--- src/tsfd_consts.vh ---
/*
 * Constants for the two-stage fractional output divider: register window,
 * field positions, reset values and widths.
 * Assumes inclusion by tsfd_divider.v only; holds definitions and nothing else.
 */
`ifndef TSFD_CONSTS_VH
`define TSFD_CONSTS_VH

// ----------------------------------------------------------------------
// Register window
// ----------------------------------------------------------------------
`define TSFD_ADDR_W          12
`define TSFD_BASE            12'h110
`define TSFD_RATIO_OFS       12'h000
`define TSFD_PHASE_OFS       12'h008
`define TSFD_RATIO_BYTES     4'h8
`define TSFD_PHASE_BYTES     4'h2

// ----------------------------------------------------------------------
// Ratio/configuration register fields
// ----------------------------------------------------------------------
`define TSFD_RATIO_RST       64'h0000000000000064
`define TSFD_INT_RST         9'h064
`define TSFD_PD_BIT          63
`define TSFD_DIS_BIT         62
`define TSFD_RST_BIT         61
`define TSFD_ACC_BIT         60
`define TSFD_FRAC_HI         59
`define TSFD_FRAC_LO         26
`define TSFD_HALF_HI         25
`define TSFD_HALF_LO         9
`define TSFD_INT_HI          8
`define TSFD_INT_LO          0
`define TSFD_INT_TOP_BYTE    3'h1
`define TSFD_FRAC_TOP_BYTE   3'h7

// ----------------------------------------------------------------------
// Phase configuration register fields
// ----------------------------------------------------------------------
`define TSFD_PHASE_RST       16'h43F0
`define TSFD_PHASE_RD_MASK   16'hE3FF
`define TSFD_PH_RST          10'h3F0
`define TSFD_PH_WBYTE_HI     14
`define TSFD_PH_WBYTE_LO     8
`define TSFD_TRIG_BIT        15
`define TSFD_POST_SYNC_BIT   14
`define TSFD_PH_HI           9
`define TSFD_PH_LO           0
`define TSFD_PH_TOP_BYTE     1'b1
`define TSFD_TRIG_WBIT       7

// ----------------------------------------------------------------------
// Widths
// ----------------------------------------------------------------------
`define TSFD_FRAC_W          34
`define TSFD_INT_W           9
`define TSFD_HALF_W          17
`define TSFD_PH_W            10
`define TSFD_CNT_W           12
`define TSFD_BYTE_W          8
`define TSFD_RATIO_LANES     8

`endif

--- src/tsfd_divider.v ---
/*
 * Two-stage fractional output divider: byte-wide register port, atomic
 * ratio and phase commit, first-order sigma-delta multi-modulus first stage,
 * optional even second stage, power-down, disable, reset and phase adjust.
 * Assumes a same-clock register master that never issues read and write
 * together; the clock input stands in for the high-frequency source.
 */
`include "tsfd_consts.vh"

// Operation
// - Power-down bit stops the divider; software pairs it with divider reset.
// - Disable bit stops the divider; software pairs it with divider reset.
// - Divider reset bit holds the divider in reset while 1; resets to 0.
// - Accumulator-reset bit at 1 clears the sigma-delta accumulator; 0 releases it.
// - Fraction is 34 bits over a fixed denominator of two to the 34th.
// - Writing the fraction top byte commits integer and fraction together.
// - Half-ratio zero bypasses the second stage.
// - First stage is multi-modulus with 9-bit integer ratio, default one hundred.
// - Writing the integer top byte also commits the integer and fraction group.
// - Ratio register at base plus zero, phase register at base plus eight.
// - Phase-adjust trigger applies the phase offset, self-clearing when done.
module tsfd_divider (
   // Clock and reset
   input  wire                     clock,
   input  wire                     sys_rst,
   // Register port
   input  wire [`TSFD_ADDR_W-1:0]  reg_addr,
   input  wire [7:0]               reg_wdata,
   input  wire                     reg_wr,
   input  wire                     reg_rd,
   output wire [7:0]               reg_rdata,
   // Divider outputs
   output wire                     div_clk_out,
   output wire                     stage1_pulse,
   output wire                     div_running,
   output wire                     phase_busy
);

   // ----------------------------------------------------------------------
   // State
   // ----------------------------------------------------------------------
   reg  [63:0]              cfg_reg;
   reg  [63:0]              cfg_next;
   reg  [15:0]              ph_reg;
   reg  [15:0]              ph_next;
   reg  [`TSFD_INT_W-1:0]   int_act_reg;
   reg  [`TSFD_FRAC_W-1:0]  frac_act_reg;
   reg  [`TSFD_PH_W-1:0]    phase_act_reg;
   reg  [`TSFD_FRAC_W-1:0]  acc_reg;
   reg  [`TSFD_CNT_W-1:0]   cnt1_reg;
   reg  [`TSFD_HALF_W-1:0]  cnt2_reg;
   reg                      pulse_reg;
   reg                      out2_reg;
   reg                      clk_out_reg;
   reg                      hold_d_reg;
   reg                      sync_pend_reg;
   reg  [7:0]               rdata_reg;

   // ----------------------------------------------------------------------
   // Address decode
   // ----------------------------------------------------------------------
   wire [`TSFD_ADDR_W-1:0]  ofs = reg_addr - `TSFD_BASE;
   wire                     hit_ratio = (reg_addr >= `TSFD_BASE) &&
                                        (ofs < `TSFD_RATIO_OFS + `TSFD_RATIO_BYTES);
   wire                     hit_phase = (reg_addr >= `TSFD_BASE) &&
                                        (ofs >= `TSFD_PHASE_OFS) &&
                                        (ofs < `TSFD_PHASE_OFS + `TSFD_PHASE_BYTES);
   wire [2:0]               ratio_byte = ofs[2:0];
   wire                     phase_byte = ofs[0];
   wire                     wr_ratio = reg_wr && hit_ratio;
   wire                     wr_phase = reg_wr && hit_phase;

   // Either top byte commits the whole ratio group at once
   wire commit_ratio = wr_ratio && ((ratio_byte == `TSFD_INT_TOP_BYTE) ||
                                    (ratio_byte == `TSFD_FRAC_TOP_BYTE));
   wire commit_phase = wr_phase && (phase_byte == `TSFD_PH_TOP_BYTE);

   // ----------------------------------------------------------------------
   // Divider control decode
   // ----------------------------------------------------------------------
   wire hold = cfg_reg[`TSFD_RST_BIT] | cfg_reg[`TSFD_PD_BIT] |
               cfg_reg[`TSFD_DIS_BIT];
   wire acc_clear = hold | cfg_reg[`TSFD_ACC_BIT];
   wire [`TSFD_HALF_W-1:0] half = cfg_reg[`TSFD_HALF_HI:`TSFD_HALF_LO];
   wire bypass = (half == {`TSFD_HALF_W{1'b0}});
   wire trig = ph_reg[`TSFD_TRIG_BIT];

   // ----------------------------------------------------------------------
   // First stage: sigma-delta steered multi-modulus count
   // ----------------------------------------------------------------------
   // The carry out of a 34-bit accumulator adds one count, so the long-run
   // ratio is integer + frac / 2^34.
   wire [`TSFD_FRAC_W:0]   acc_sum = {1'b0, acc_reg} + {1'b0, frac_act_reg};
   wire                    carry   = acc_sum[`TSFD_FRAC_W];
   wire                    reload  = (cnt1_reg <= {{(`TSFD_CNT_W-1){1'b0}}, 1'b1});
   wire                    adj_now = trig | sync_pend_reg;

   // Phase steps are a quarter source period; the count can only move by
   // whole periods, so the offset is rounded toward minus infinity.
   wire signed [`TSFD_CNT_W-1:0] ph_steps =
      {{(`TSFD_CNT_W-`TSFD_PH_W+2){phase_act_reg[`TSFD_PH_W-1]}},
       phase_act_reg[`TSFD_PH_W-1:2]};
   wire signed [`TSFD_CNT_W-1:0] base_cnt =
      $signed({{(`TSFD_CNT_W-`TSFD_INT_W){1'b0}}, int_act_reg}) +
      $signed({{(`TSFD_CNT_W-1){1'b0}}, carry});
   wire signed [`TSFD_CNT_W-1:0] adj_cnt = adj_now ? base_cnt + ph_steps : base_cnt;
   wire signed [`TSFD_CNT_W-1:0] one_cnt = {{(`TSFD_CNT_W-1){1'b0}}, 1'b1};
   wire [`TSFD_CNT_W-1:0]        load_cnt = (adj_cnt < one_cnt) ? one_cnt : adj_cnt;

   // ----------------------------------------------------------------------
   // Ratio byte lanes
   // ----------------------------------------------------------------------
   // One strobe per lane keeps the decode flat; only the addressed lane
   // takes the write byte, the others hold their buffered value
   wire [`TSFD_RATIO_LANES-1:0] lane_sel = {{(`TSFD_RATIO_LANES-1){1'b0}}, 1'b1} << ratio_byte;
   wire [`TSFD_RATIO_LANES-1:0] lane_wr;
   wire [63:0]                  cfg_lane_val;
   genvar                       lane;

   generate
      for (lane = 0; lane < `TSFD_RATIO_LANES; lane = lane + 1) begin : g_lane
         assign lane_wr[lane] = wr_ratio && lane_sel[lane];
         assign cfg_lane_val[lane*`TSFD_BYTE_W +: `TSFD_BYTE_W] =
            lane_wr[lane] ? reg_wdata : cfg_reg[lane*`TSFD_BYTE_W +: `TSFD_BYTE_W];
      end
   endgenerate

   // ----------------------------------------------------------------------
   // Register writes
   // ----------------------------------------------------------------------
   always @* begin
      cfg_next = cfg_lane_val;
      ph_next  = ph_reg;
      if (!hold && reload && trig) begin
         ph_next[`TSFD_TRIG_BIT] = 1'b0;
      end
      if (wr_phase) begin
         if (phase_byte == `TSFD_PH_TOP_BYTE) begin
            ph_next[`TSFD_PH_WBYTE_HI:`TSFD_PH_WBYTE_LO] =
               reg_wdata[`TSFD_PH_WBYTE_HI-`TSFD_PH_WBYTE_LO:0];
            // Write-one-to-set; a set always wins over completion
            if (reg_wdata[`TSFD_TRIG_WBIT]) begin
               ph_next[`TSFD_TRIG_BIT] = 1'b1;
            end
         end else begin
            ph_next[7:0] = reg_wdata;
         end
      end
   end

   always @(posedge clock) begin
      if (sys_rst) begin
         cfg_reg       <= `TSFD_RATIO_RST;
         ph_reg        <= `TSFD_PHASE_RST;
         int_act_reg   <= `TSFD_INT_RST;
         frac_act_reg  <= {`TSFD_FRAC_W{1'b0}};
         phase_act_reg <= `TSFD_PH_RST;
      end else begin
         cfg_reg <= cfg_next;
         ph_reg  <= ph_next;
         if (commit_ratio) begin
            int_act_reg  <= cfg_next[`TSFD_INT_HI:`TSFD_INT_LO];
            frac_act_reg <= cfg_next[`TSFD_FRAC_HI:`TSFD_FRAC_LO];
         end
         if (commit_phase) begin
            phase_act_reg <= ph_next[`TSFD_PH_HI:`TSFD_PH_LO];
         end
      end
   end

   // ----------------------------------------------------------------------
   // Register reads
   // ----------------------------------------------------------------------
   wire [15:0] ph_view = ph_reg & `TSFD_PHASE_RD_MASK;

   always @(posedge clock) begin
      if (sys_rst) begin
         rdata_reg <= 8'h00;
      end else if (reg_rd && hit_ratio) begin
         rdata_reg <= cfg_reg[{ratio_byte, 3'h0} +: 8];
      end else if (reg_rd && hit_phase) begin
         rdata_reg <= phase_byte ? ph_view[15:8] : ph_view[7:0];
      end else begin
         rdata_reg <= 8'h00;
      end
   end

   // ----------------------------------------------------------------------
   // Divider datapath
   // ----------------------------------------------------------------------
   always @(posedge clock) begin
      if (sys_rst) begin
         acc_reg       <= {`TSFD_FRAC_W{1'b0}};
         cnt1_reg      <= {`TSFD_CNT_W{1'b0}};
         cnt2_reg      <= {`TSFD_HALF_W{1'b0}};
         pulse_reg     <= 1'b0;
         out2_reg      <= 1'b0;
         clk_out_reg   <= 1'b0;
         hold_d_reg    <= 1'b0;
         sync_pend_reg <= 1'b0;
      end else begin
         hold_d_reg  <= hold;
         clk_out_reg <= bypass ? pulse_reg : out2_reg;
         if (acc_clear) begin
            acc_reg <= {`TSFD_FRAC_W{1'b0}};
         end else if (reload) begin
            acc_reg <= acc_sum[`TSFD_FRAC_W-1:0];
         end
         // Release from hold counts as a synchronisation event
         if (hold_d_reg && !hold && ph_reg[`TSFD_POST_SYNC_BIT]) begin
            sync_pend_reg <= 1'b1;
         end else if (!hold && reload) begin
            sync_pend_reg <= 1'b0;
         end
         if (hold) begin
            // Output static and counters cleared so release starts clean
            cnt1_reg  <= {`TSFD_CNT_W{1'b0}};
            cnt2_reg  <= {`TSFD_HALF_W{1'b0}};
            pulse_reg <= 1'b0;
            out2_reg  <= 1'b0;
         end else begin
            pulse_reg <= reload;
            if (reload) begin
               cnt1_reg <= load_cnt;
            end else begin
               cnt1_reg <= cnt1_reg - {{(`TSFD_CNT_W-1){1'b0}}, 1'b1};
            end
            // Toggle every half first-stage pulses: ratio 2 * half
            if (bypass) begin
               cnt2_reg <= {`TSFD_HALF_W{1'b0}};
               out2_reg <= 1'b0;
            end else if (pulse_reg) begin
               if (cnt2_reg <= {{(`TSFD_HALF_W-1){1'b0}}, 1'b1}) begin
                  cnt2_reg <= half;
                  out2_reg <= ~out2_reg;
               end else begin
                  cnt2_reg <= cnt2_reg - {{(`TSFD_HALF_W-1){1'b0}}, 1'b1};
               end
            end
         end
      end
   end

   // ----------------------------------------------------------------------
   // Outputs
   // ----------------------------------------------------------------------
   assign reg_rdata    = rdata_reg;
   assign div_clk_out  = clk_out_reg;
   assign stage1_pulse = pulse_reg;
   assign div_running  = ~hold_d_reg;
   assign phase_busy   = trig | sync_pend_reg;

endmodule // tsfd_divider

--- config.mk ---
export PLATFORM = sky130hd
export DESIGN_NAME = tsfd_divider
export DESIGN_NICKNAME = d
export VERILOG_FILES = /design/src/tsfd_divider.v
export VERILOG_INCLUDE_DIRS = /design/src
export SDC_FILE = /design/constraint.sdc
export NUM_CORES = 1
export LEC_CHECK = 0
export BUFFER_PORTS_ARGS = -buffer_cell sky130_fd_sc_hd__buf_2
export CAP_MARGIN = 40
export CORE_MARGIN = 2
export CORE_UTILIZATION = 51
export CTS_BUF_LIST = sky130_fd_sc_hd__clkbuf_4 sky130_fd_sc_hd__clkbuf_8
export CTS_CLUSTER_SIZE = 24
export DETAILED_ROUTE_END_ITERATION = 16
export GPL_TIMING_DRIVEN = 0
export PLACE_DENSITY = 0.72
export RECOVER_POWER = 25
export SLEW_MARGIN = 20
export SYNTH_ARGS = -nofsm -noshare
export SYNTH_HDL_FRONTEND = slang
export SYNTH_SLANG_ARGS = --single-unit
export TNS_END_PERCENT = 20
--- constraint.sdc ---
create_clock -name clock -period 10 [get_ports clock]
set_clock_uncertainty 0.1 [all_clocks]
set_input_delay 2.5 -clock clock [delete_from_list [all_inputs] [get_ports clock]]
set_output_delay 2.5 -clock clock [all_outputs]
set_load 0.1 [all_outputs]
==> impl_metrics.env <==
export IMPL_rows=53
export IMPL_drt_wl_total_um=29060
export IMPL_initialDrtViolationCount=745
export IMPL_rsz0062_at_grt="no"
export IMPL_cp_data_arrival_time_ns=7.54
export IMPL_max_slew_margin_rel_pct=21.34
export IMPL_worstSkewPairLatency_ns=0.53
export IMPL_cts_resized=0
export IMPL_instances_no_fill=1611
export IMPL_area_growth_pct=11.83
export IMPL_grt_max_degree=11
export IMPL_seq_power_share_pct=41.8
export IMPL_cp_required_ns=10.34
export IMPL_switching_share_pct=30.40
export IMPL_criticalPathCategory="reg -> reg"
export IMPL_worst_path_buf_inv=1
export IMPL_final_nets=1389
export IMPL_avgSynthCellArea_um2=8.642
export IMPL_cts_setup_buffers=0
export IMPL_end_kind="flip-flop"
export IMPL_cp_slowest_cell="a2111oi_0"
export IMPL_start_util_pct=51.59
export IMPL_syn_nets=1321
export IMPL_core_um2=20820
export IMPL_finalSetupViolCount=0
export IMPL_ios=36
export IMPL_grt_antenna_before_repair=0
export IMPL_tritoncts="done"
export IMPL_die_area_um2=22240
export IMPL_p_comb_share_pct=17.3
export IMPL_synth_area_um2=10740
export IMPL_cp_top_family="compound AO/OA/AOI/OAI gates"
export IMPL_clkTransAtPathRegs_ns=0.06
export IMPL_synthTopCellsByArea="dfxtp_1, mux2i_1, nor2_1"
export IMPL_dp_cells=1546
export IMPL_finalHoldViolCount=0
export IMPL_p_sw_uw=621.8
export IMPL_p_leak_nw=5.089
export IMPL_largest_register_ffs=64
export IMPL_cts_hold_buf=0
export IMPL_max_freq_ghz=0.1389
export IMPL_seq_area_frac_synth_pct=38.02
export IMPL_vias_per_cell=5.859
export IMPL_first_global_vias=8771
export IMPL_dp_hpwl_um=20920
export IMPL_synth_seq_cells=204
export IMPL_grt_overflow=0
export IMPL_cts_path_max_buffers=3
export IMPL_multiInputGateArea_um2=6265
export IMPL_synth_ff_type="dfxtp_1"
export IMPL_clockRootBuffer="clkbuf_8"
export IMPL_syn_inst=1243
export IMPL_power_density_nw_per_um2=170.3
export IMPL_intPower_mw=1.424
export IMPL_seqCellArea_um2=4084
export IMPL_period_share_pct=71.99
export IMPL_place_gp_congestion=0.9423
export IMPL_drt_pass1_iter_count=5
export IMPL_diodes=0
export IMPL_tightest_slew_ns=1.185
export IMPL_grt_usage_pct=26.39
export IMPL_crit_top_cell="ha_1"
export IMPL_yosysWarnings=0
export IMPL_slowest_delay_ns=0.69
export IMPL_ys_types=68
export IMPL_utilization_pct=57.69
export IMPL_drv_slew=0
export IMPL_portBuffers=28
export IMPL_drc=0
export IMPL_antenna_left=0
export IMPL_synth_edf_count=0
export IMPL_max_cap_violations=0
export IMPL_ys_top_cells_by_count="dfxtp_1, nor2_1, nand2_1"
export IMPL_dieWidth_um=149.1
export IMPL_cts_sinks=204
export IMPL_chipHeight_um=149.1
export IMPL_ir_worst_vdd_mv=0.09960
export IMPL_period_needed_ns=7.199
export IMPL_fin_setup_tns_ns=0
export IMPL_async_flop_share_pct=0
export IMPL_cp_start_kind="flip-flop"
export IMPL_cp_max_fo=7
export IMPL_synth_largest_area_cell="dfxtp_1"
export IMPL_cts_buffers=36
export IMPL_p_clk_share_pct=40.8
export IMPL_yosysTopAreaCellShare_pct=38.02
export IMPL_nFillCells=1930
export IMPL_outcome="finished clean"
export IMPL_drive_gt1_share_pct=9.581
export IMPL_synth_most_common_cell="dfxtp_1"
export IMPL_h_tree_depth=2
export IMPL_hold_class="reg -> reg"
export IMPL_grt_pass1_wl_um=46610
export IMPL_vias=9439
export IMPL_wire_per_inst_um=18.04
logic make-up (layout without fill, tap and decap cells):
kind of cell / after synthesis / in the layout / synth area share (%)
compound gates: 293 / 293 / 17.87
xor+xnor: 55 / 55 / 4.485
flops: 204 / 204 / 38.02
buf+inv: 100 / 193 / 3.657
simple gates: 436 / 436 / 18.26
fa+ha+maj: 54 / 54 / 6.430
mux: 101 / 101 / 11.28
power by group through the flow:
stage	Clock (mW)	Sequential [mW]	Combinational, mW
2_1_floorplan	0	0.884	0.231
3_3_place_gp	0	0.872	0.343
3_5_place_dp	0	0.873	0.349
4_1_cts	0.841	0.856	0.353
5_1_grt	0.882	0.858	0.388
6_report	0.835	0.856	0.354
final cells by class:
class | count | share of cell area (%)
multi-input cells | 939 | 52.15
flip-flops and latches | 204 | 34.00
clock buffers | 52 | 5.541
well taps | 275 | 2.864
plain buffers | 69 | 2.302
repair buffers | 30 | 1.239
inverters | 31 | 0.9687
clock inverters | 11 | 0.9374
worst register-to-register path, delay by kind of cell (launching register included):
family	cells	cell delay, ns
adders and majority gates	6	1.76
buffers and inverters	1	0.07
AOI/OAI and AO/OA	14	3.39
DFF	1	0.35
and+or+nand+nor	6	1.00
xor gates and xnor gates	2	0.44
routing by layer:
metal | GRT usage (%) | vias to the layer above | wire [um]
met5 | 0 | - | 0
met2 | 42.33 | 307 | 13090
met1 | 36.63 | 4511 | 13180
li1 | - | 4566 | -
met3 | 4.465 | 55 | 2117
met4 | 7.905 | 0 | 663
cell usage in the layout (no fill, tap or decap), types with 4 or more instances in the layout:
cell and instances:
inv_1 30, mux4_2 16, o22a_1 5, nand3_1 24, nor2_1 174, dfxtp_1 204, buf_2 31, nand3b_1 6
or3_1 7, a31oi_1 6, o21ai_0 48, a211oi_1 55, clkbuf_4 8, o21a_1 4, a21oi_1 87, a311oi_1 4
nor3_1 19, a22oi_1 5, or2_2 7, xor2_1 22, clkbuf_1 63, nor2b_1 8, o21bai_1 7, nand2_1 132
mux2i_1 85, and2_1 5, clkbuf_8 44, a21o_1 28, a211o_1 4, nand2b_1 15, ha_1 52, xnor2_1 33
a2bb2oi_1 4, nor4_1 5, and3_1 15, clkinv_2 6, a221oi_1 5
stage by stage:
| step | setup slack (ns) | total power, mW | area, um^2 | hold slack [ns] |
|---|---|---|---|---|
| after floorplan | 4.185 | 1.115 | 10740 | 0.3221 |
| after global placement | 3.260 | 1.215 | 11230 | 0.3389 |
| after detailed placement | 3.074 | 1.222 | 11230 | 0.3476 |
| after CTS | 3.024 | 2.049 | 12000 | 0.3556 |
| after global routing | 2.488 | 2.128 | 12010 | 0.3656 |
| final | 2.801 | 2.046 | 12010 | 0.3514 |
worst paths after layout:
| kind | startpoint | to | slack, ns | cells past startpoint |
|---|---|---|---|---|
| setup / recovery | frac_act_reg[0] | cnt1_reg[10] | 2.80 | 29 |
| hold / removal | phase_act_reg[8] | phase_act_reg[8] | 0.35 | 2 |
| setup reg to reg | frac_act_reg[0] | cnt1_reg[10] | 2.80 | 29 |
| hold reg to reg | phase_act_reg[8] | phase_act_reg[8] | 0.35 | 2 |
Note: power is estimated with default switching activity, not from simulation.
